### config.mk
export PLATFORM = sky130hd
export DESIGN_NAME = qfd_decoder_top
export DESIGN_NICKNAME = d
export VERILOG_FILES = /design/src/logic/qfd_pkg.sv /design/src/logic/qfd_glitch_filter.sv /design/src/logic/qfd_decoder_top.sv
export SDC_FILE = /design/constraint.sdc
export NUM_CORES = 1
export LEC_CHECK = 0
export BUFFER_PORTS_ARGS = -buffer_cell sky130_fd_sc_hd__buf_2
export CAP_MARGIN = 20
export CORE_ASPECT_RATIO = 0.75
export CORE_MARGIN = 4
export CORE_UTILIZATION = 49
export CTS_BUF_LIST = sky130_fd_sc_hd__clkbuf_4 sky130_fd_sc_hd__clkbuf_8
export DETAILED_ROUTE_END_ITERATION = 10
export PLACE_DENSITY = 0.79
export SLEW_MARGIN = 40
export SYNTH_ARGS = -nofsm -noshare
export SYNTH_HDL_FRONTEND = slang
export SYNTH_SLANG_ARGS = --single-unit
### constraint.sdc
create_clock -name clk -period 2.5 [get_ports clk]
set_input_delay 0.5 -clock clk [delete_from_list [all_inputs] [get_ports clk]]
set_output_delay 0.5 -clock clk [all_outputs]
set_load 0.01 [all_outputs]
### src/logic/qfd_pkg.sv
package qfd_pkg;

  localparam logic [7:0] OFF_FILTER_CTRL = 8'h00;
  localparam logic [7:0] OFF_IFACE_CTRL = 8'h04;
  localparam logic [7:0] OFF_POSITION = 8'h08;

  localparam int FILT_EN_BIT = 7;
  localparam int FILT_DIV_LSB = 4;
  localparam int IF_DIR_OE_BIT = 6;
  localparam int IF_SWAP_BIT = 7;
  localparam int IF_MODE_LSB = 8;
  localparam int IF_DIR_BIT = 11;

  localparam logic FILT_EN_RST = 1'b0;
  localparam logic [2:0] FILT_DIV_RST = 3'h0;
  localparam logic [2:0] MODE_RST = 3'h0;
  localparam logic [15:0] POSITION_RST = 16'h0000;
  localparam logic DIR_RST = 1'b0;

  localparam int FILT_SAMPLES = 3;
  localparam int NUM_CH = 3;

  localparam logic [1:0] RESP_OKAY = 2'h0;
  localparam logic [1:0] RESP_SLVERR = 2'h2;

  typedef enum logic [2:0] {
    E_NONE = 3'b000,
    E_A_RISE = 3'b001,
    E_A_FALL = 3'b010,
    E_B_RISE = 3'b011,
    E_B_FALL = 3'b100
  } qfd_edge_t;

  // Divisor minus one for each select code
  function automatic logic [7:0] qfd_div_max(input logic [2:0] sel);
    logic [7:0] r;
    r = 8'h00;
    case (sel)
      3'h0: r = 8'h00;
      3'h1: r = 8'h01;
      3'h2: r = 8'h03;
      3'h3: r = 8'h0F;
      3'h4: r = 8'h1F;
      3'h5: r = 8'h3F;
      3'h6: r = 8'h7F;
      default: r = 8'hFF;
    endcase
    return r;
  endfunction : qfd_div_max

endpackage : qfd_pkg

### src/logic/qfd_glitch_filter.sv
`timescale 1ns/1ns
module qfd_glitch_filter
  import qfd_pkg::*;
(
  input wire logic clk,
  input wire logic srst,
  input wire logic tick,
  input wire logic [NUM_CH-1:0] raw,
  output logic [NUM_CH-1:0] filt
);

  genvar i;
  generate
    for (i = 0; i < NUM_CH; i++) begin : g_ch
      logic [FILT_SAMPLES-1:0] samp;
      wire all_high = &samp;
      wire all_low = ~|samp;
      always_ff @(posedge clk) begin
        if (srst) begin
          samp <= '0;
          filt[i] <= 1'b0;
        end else if (tick) begin
          samp <= {samp[FILT_SAMPLES-2:0], raw[i]};
          if (all_high)
            filt[i] <= 1'b1;
          else if (all_low)
            filt[i] <= 1'b0;
        end
      end

    end
  endgenerate
endmodule : qfd_glitch_filter

### src/logic/qfd_decoder_top.sv
`timescale 1ns/1ns
// Contract
// - Filtered output changes only after three equal samples on filter clock edges.
// - Spikes between filter edges ignored; pulses under two filter periods rejected.
// - Filter clock is the system clock divided by a programmable divisor.
// - Filter enable bit 7 of filter control applies filter to A, B, index.
// - Bits 6:4 of filter control pick one divisor for all three channels.
// - Decoder works on conditioned phase and index signals, giving pulses and direction; the index is only conditioned and passed out as index_cond.
// - Counting active only when counter mode field bit 10 is set.
// - In x4 mode every edge of A or B alone gives one count pulse; A and B edges in the same cycle give none.
// - Mode 10x counts only A edges; B still decides direction.
// - Leading transitions set direction up and increment.
// - Lagging transitions clear direction and decrement.
// - Edge after opposite edge of same phase toggles direction.
// - Direction drives its pin when output enable set and pin set as output.
// - Live direction readable at bit 11 of interface control.
// - Swap clear: A feeds decoder A, B feeds decoder B.
// - Swap set: phases exchanged so A leading B decrements.
// - Position is 16-bit up/down, one step per count pulse.
// - Writing the counter mode field leaves the position unchanged.
module qfd_decoder_top
  import qfd_pkg::*;
(
  input wire logic clk,
  input wire logic srst,
  input wire logic [7:0] s_axi_awaddr,
  input wire logic s_axi_awvalid,
  output logic s_axi_awready,
  input wire logic [31:0] s_axi_wdata,
  input wire logic [3:0] s_axi_wstrb,
  input wire logic s_axi_wvalid,
  output logic s_axi_wready,
  output logic [1:0] s_axi_bresp,
  output logic s_axi_bvalid,
  input wire logic s_axi_bready,
  input wire logic [7:0] s_axi_araddr,
  input wire logic s_axi_arvalid,
  output logic s_axi_arready,
  output logic [31:0] s_axi_rdata,
  output logic [1:0] s_axi_rresp,
  output logic s_axi_rvalid,
  input wire logic s_axi_rready,
  input wire logic phase_a_in,
  input wire logic phase_b_in,
  input wire logic index_in,
  input wire logic pin_direction_ctrl,
  output logic dir_pin_out,
  output logic dir_pin_oe,
  output logic count_pulse,
  output logic count_direction,
  output logic index_cond,
  output logic [15:0] position_count
);

  logic filter_enable;
  logic [2:0] filter_clk_div_sel;
  logic [2:0] counter_mode_sel;
  logic phase_swap_sel;
  logic direction_pin_out_en;
  logic [7:0] div_cnt;
  logic [NUM_CH-1:0] filt;
  logic prev_a;
  logic prev_b;
  qfd_edge_t last_edge;
  qfd_edge_t cur_edge;
  logic next_dir;

  // Register bus decode
  wire wr_go = s_axi_awvalid & s_axi_wvalid & ~s_axi_bvalid;
  wire rd_go = s_axi_arvalid & ~s_axi_rvalid;
  wire wr_filt = wr_go && (s_axi_awaddr[7:2] == OFF_FILTER_CTRL[7:2]);
  wire wr_iface = wr_go && (s_axi_awaddr[7:2] == OFF_IFACE_CTRL[7:2]);
  wire wr_pos = wr_go && (s_axi_awaddr[7:2] == OFF_POSITION[7:2]);
  wire wr_hit = wr_filt | wr_iface | wr_pos;
  wire rd_filt = s_axi_araddr[7:2] == OFF_FILTER_CTRL[7:2];
  wire rd_iface = s_axi_araddr[7:2] == OFF_IFACE_CTRL[7:2];
  wire rd_pos = s_axi_araddr[7:2] == OFF_POSITION[7:2];
  wire rd_hit = rd_filt | rd_iface | rd_pos;
  wire [31:0] filt_word = {24'h0000_00, filter_enable, filter_clk_div_sel, 4'h0};
  wire [31:0] iface_word = {20'h0000_0, count_direction, counter_mode_sel,
                            phase_swap_sel, direction_pin_out_en, 6'h00};
  wire [31:0] rd_word = rd_filt ? filt_word :
                        rd_iface ? iface_word :
                        rd_pos ? {16'h0000, position_count} : 32'h0000_0000;

  assign s_axi_awready = wr_go;
  assign s_axi_wready = wr_go;
  assign s_axi_arready = rd_go;

  always_ff @(posedge clk) begin
    if (srst) begin
      s_axi_bvalid <= 1'b0;
      s_axi_bresp <= RESP_OKAY;
    end else if (wr_go) begin
      s_axi_bvalid <= 1'b1;
      s_axi_bresp <= wr_hit ? RESP_OKAY : RESP_SLVERR;
    end else if (s_axi_bready) begin
      s_axi_bvalid <= 1'b0;
    end
  end

  always_ff @(posedge clk) begin
    if (srst) begin
      s_axi_rvalid <= 1'b0;
      s_axi_rdata <= 32'h0000_0000;
      s_axi_rresp <= RESP_OKAY;
    end else if (rd_go) begin
      s_axi_rvalid <= 1'b1;
      s_axi_rdata <= rd_word;
      s_axi_rresp <= rd_hit ? RESP_OKAY : RESP_SLVERR;
    end else if (s_axi_rready) begin
      s_axi_rvalid <= 1'b0;
    end
  end

  // Control registers
  always_ff @(posedge clk) begin
    if (srst) begin
      filter_enable <= FILT_EN_RST;
      filter_clk_div_sel <= FILT_DIV_RST;
    end else if (wr_filt && s_axi_wstrb[0]) begin
      filter_enable <= s_axi_wdata[FILT_EN_BIT];
      filter_clk_div_sel <= s_axi_wdata[FILT_DIV_LSB +: 3];
    end
  end

  always_ff @(posedge clk) begin
    if (srst) begin
      phase_swap_sel <= 1'b0;
      direction_pin_out_en <= 1'b0;
      counter_mode_sel <= MODE_RST;
    end else if (wr_iface) begin
      if (s_axi_wstrb[0]) begin
        phase_swap_sel <= s_axi_wdata[IF_SWAP_BIT];
        direction_pin_out_en <= s_axi_wdata[IF_DIR_OE_BIT];
      end
      if (s_axi_wstrb[1])
        counter_mode_sel <= s_axi_wdata[IF_MODE_LSB +: 3];
    end
  end

  // Filter clock divider
  wire div_wrap = div_cnt >= qfd_div_max(filter_clk_div_sel);
  wire filt_tick = filter_enable & div_wrap;
  always_ff @(posedge clk) begin
    if (srst || !filter_enable || div_wrap)
      div_cnt <= 8'h00;
    else
      div_cnt <= div_cnt + 8'h01;
  end

  qfd_glitch_filter u_filter (
    .clk(clk),
    .srst(srst),
    .tick(filt_tick),
    .raw({index_in, phase_b_in, phase_a_in}),
    .filt(filt)
  );

  // Conditioned inputs, swap
  wire cond_a = filter_enable ? filt[0] : phase_a_in;
  wire cond_b = filter_enable ? filt[1] : phase_b_in;
  assign index_cond = filter_enable ? filt[2] : index_in;
  wire dec_a = phase_swap_sel ? cond_b : cond_a;
  wire dec_b = phase_swap_sel ? cond_a : cond_b;

  // Edge detection
  wire a_edge = dec_a ^ prev_a;
  wire b_edge = dec_b ^ prev_b;
  wire one_edge = a_edge ^ b_edge;
  wire active = counter_mode_sel[2];
  wire x2_mode = counter_mode_sel[2:1] == 2'b10;
  wire pulse_now = one_edge & active & (a_edge | ~x2_mode);

  always_comb begin
    cur_edge = E_NONE;
    if (a_edge && !b_edge)
      cur_edge = dec_a ? E_A_RISE : E_A_FALL;
    else if (b_edge && !a_edge)
      cur_edge = dec_b ? E_B_RISE : E_B_FALL;
  end

  // Lead/lag test
  always_comb begin
    next_dir = count_direction;
    case (cur_edge)
      E_A_RISE: begin
        if (last_edge == E_A_FALL)
          next_dir = ~count_direction;
        else
          next_dir = (last_edge == E_B_FALL) || (last_edge == E_NONE && !dec_b);
      end
      E_A_FALL: begin
        if (last_edge == E_A_RISE)
          next_dir = ~count_direction;
        else
          next_dir = (last_edge == E_B_RISE) || (last_edge == E_NONE && dec_b);
      end
      E_B_RISE: begin
        if (last_edge == E_B_FALL)
          next_dir = ~count_direction;
        else
          next_dir = (last_edge == E_A_RISE) || (last_edge == E_NONE && dec_a);
      end
      E_B_FALL: begin
        if (last_edge == E_B_RISE)
          next_dir = ~count_direction;
        else
          next_dir = (last_edge == E_A_FALL) || (last_edge == E_NONE && !dec_a);
      end
      default: next_dir = count_direction;
    endcase
  end

  always_ff @(posedge clk) begin
    if (srst) begin
      prev_a <= 1'b0;
      prev_b <= 1'b0;
      last_edge <= E_NONE;
      count_direction <= DIR_RST;
      count_pulse <= 1'b0;
    end else begin
      prev_a <= dec_a;
      prev_b <= dec_b;
      count_pulse <= pulse_now;
      if (one_edge) begin
        last_edge <= cur_edge;
        count_direction <= next_dir;
      end else if (a_edge) begin
        last_edge <= E_NONE;
      end
    end
  end

  // Position counter
  always_ff @(posedge clk) begin
    if (srst)
      position_count <= POSITION_RST;
    else if (wr_pos && (s_axi_wstrb[1:0] != 2'b00))
      position_count <= {s_axi_wstrb[1] ? s_axi_wdata[15:8] : position_count[15:8],
                         s_axi_wstrb[0] ? s_axi_wdata[7:0] : position_count[7:0]};
    else if (count_pulse)
      position_count <= count_direction ? position_count + 16'h0001 : position_count - 16'h0001;
  end

  // Direction pin
  assign dir_pin_oe = direction_pin_out_en & ~pin_direction_ctrl;
  assign dir_pin_out = count_direction;
endmodule : qfd_decoder_top

==> qor.csv <==
metric,value,unit
n_antenna_cell,0,
clock_latency,0.35,ns
grt_overflow,0,
worstPathMaxFanout,9,
skew,0.0105,ns
seq_area_frac_synth,33.4,%
nFillCells,761,
fin_crit,2.44,ns
crit_type,reg -> reg,
synth-main-ff-cell,dfxtp_1,
postRouteAntennaNets,0,
dieArea,10400,sq um
max_slew_margin,55.0,%
drive_gt1_share,26.2,%
power.total,0.00248,W
syn_inst,538,
tightest_slew,0.675,ns
post-route-worst-setup-slack,0.0587,ns
antenna_found_initial,1,
place_area,4900,sq um
grt_pass1_wl,18.6,mm
postRouteWirelength,11.8,mm
initial_core_util,50.6,%
rows,29,
multiInputGateArea,2740,sq um
syn_area,4310,sq um
ys_ff_latch,72,
ys_warn_count,0,
post-route-drc-count,0,
netlist_top_cells_count,"nor2_1, dfxtp_1, nand2_1",
synthTopCellsByArea,"dfxtp_1, nor2_1, ha_1",
postSynthAreaPerCell,8.01,sq um
wl_per_cell,15.9,um
cp-end-kind,register,
tritoncts,built,
clock_path_buffers,2,
p_leak,2.23,nW
worstPathRequired,2.78,ns
drt_iter0_drc,243,
dr.pass1.iters,6,
hpwl,8.85,mm
core,8530,sq um
whs,0.395,ns
synth_top_cell_area_share,33.4,%
port_buffers,84,
ioPinCount,125,
hold_path_startpoint,s_axi_wdata[3],
max_cap_violations,0,
dieHeight,89.2,um
dr_total_vias,4211,
ys_async_sr_fraction,0,%
setup.worst_path.start_class,register,
status,finished clean,
syn_to_final_growth,20.1,%
setup_viol,0,
cts.sinks,72,
clk_pin_slew,0.08,ns
numCtsBuffers,9,
critical_path.startpoint,count_direction,
register_area,1440,sq um
finalMaxSlewViolations,0,
dieWidth,116,um
htreeDepth,3,
cts-root-buf,clkbuf_8,
via_per_inst,5.65,
grt_pass1_vias,4033,
nNetsFinal,725,
place_ws,-0.0991,ns
irDropWorstVdd,0.306,mV
yosysMostFrequentCell,nor2_1,
hold_viol,0,
grtUsageTotal,22.6,%
max_freq,410,MHz
cp.arrival,2.73,ns
min_path_type,in -> reg,
grt_max_degree,37,
yosysTopAreaCell,dfxtp_1,
rsz0062_at_grt,yes,
gp_congestion,0.956,
fin_crit_sh,97.7,%
ys_types,62,
power_density,478,nW/um^2
hold_buffers,0,
stdcell_area,5180,sq um
synth_edf_count,0,
crit-reg2reg-launch,count_direction,
## cells by family after synthesis
family,Yosys count,share of synthesized area (%)
flip-flops,72,33.4
XOR/XNOR,19,3.86
adder cells (fa/ha/maj),27,8.01
multiplexers,16,3.89
AO/OA/AOI/OAI,130,19.4
buffers and inverters,54,7.14
other,1,0.0870
AND/OR/NAND/NOR,219,24.2
## state kept, by name (all words and copies together) (netlist names)
register / flops
position_count: 16
s_axi_rdata: 16
u_filter.g_ch.samp: 9
div_cnt: 8
counter_mode_sel: 3
filter_clk_div_sel: 3
last_edge: 3
u_filter.filt: 3
count_direction: 1
count_pulse: 1
direction_pin_out_en: 1
filter_enable: 1
phase_swap_sel: 1
prev_a: 1
prev_b: 1
s_axi_bresp: 1
s_axi_bvalid: 1
s_axi_rresp: 1
s_axi_rvalid: 1
## final timing paths
path	end	slack, ns	depth (start not counted)
max	position_count[10]	0.06	10
min	position_count[3]	0.40	3
max reg2reg	position_count[10]	0.06	10
min reg2reg	u_filter.g_ch[1].samp[2]	0.48	2
## routing by layer
metal  global-route usage [%]  share of wire [%]  up-vias  wire [um]
met5                        0              0.059        -          7
met4                     5.37                1.3        2        155
met3                     5.89                9.3       19       1100
met2                     37.9                 46      190       5400
li1                         -                  -     2048          -
met1                     29.3                 44     1952       5170
## what timing repair did
| item | 4_1_cts | 5_1_grt |
|---|---|---|
| pin swaps | 0 | 7 |
| buffers inserted | 1 | 1 |
| endpoints found under the setup margin | 3 | 24 |
| gates resized for setup | 0 | 25 |
| hold endpoints to repair | 0 | 0 |
## power breakdown
| group | leakage [nW] | switching, W | internal, W |
|---|---|---|---|
| clock network | 0.0876 | 0.000419 | 0.000408 |
| logic | 1.56 | 0.000282 | 0.000197 |
| registers | 0.582 | 0.0000105 | 0.00116 |
## cells in the final DEF, fill, tap and decap left out, types with 12 or more instances in the layout
master    n
nand2_1  56
mux2i_1  12
ha_1     22
nor2_1   91
a21oi_1  44
o21ai_0  12
buf_2    85
nor3_1   13
dfxtp_1  70
conb_1   18
buf_4    25
a22oi_1  12
## layout make-up
cell class              instances  area share, %
inverters                      11          0.870
clock inverters                 1         0.0967
multi-input cells             429           52.9
flip-flops and latches         72           27.9
clock buffers                  12           3.07
well taps                     108           2.61
repair buffers                112           12.6
## worst max-delay path, cell delays in order, from the launching register on
cell and delay [ns]:
dfxtp_2 0.35, clkinvlp_4 0.11, buf_12 0.16, fa_2 0.40, a211oi_2 0.23, o21ai_1 0.10, and3_1 0.19, or4b_1 0.46
o21ai_1 0.09, o21ai_1 0.08, a211oi_2 0.19
## metrics by stage
stage / utilization (%) / instances / setup TNS, ns
2_1_floorplan: - / 555 / -0.216
3_3_place_gp: 57.5 / 729 / -0.0587
3_5_place_dp: 57.5 / 730 / -0.343
4_1_cts: 59.7 / 744 / 0
5_1_grt: 60.7 / 745 / -0.0995
6_report: 60.7 / 745 / 0
No activity file was read; power rests on OpenSTA's default activity.
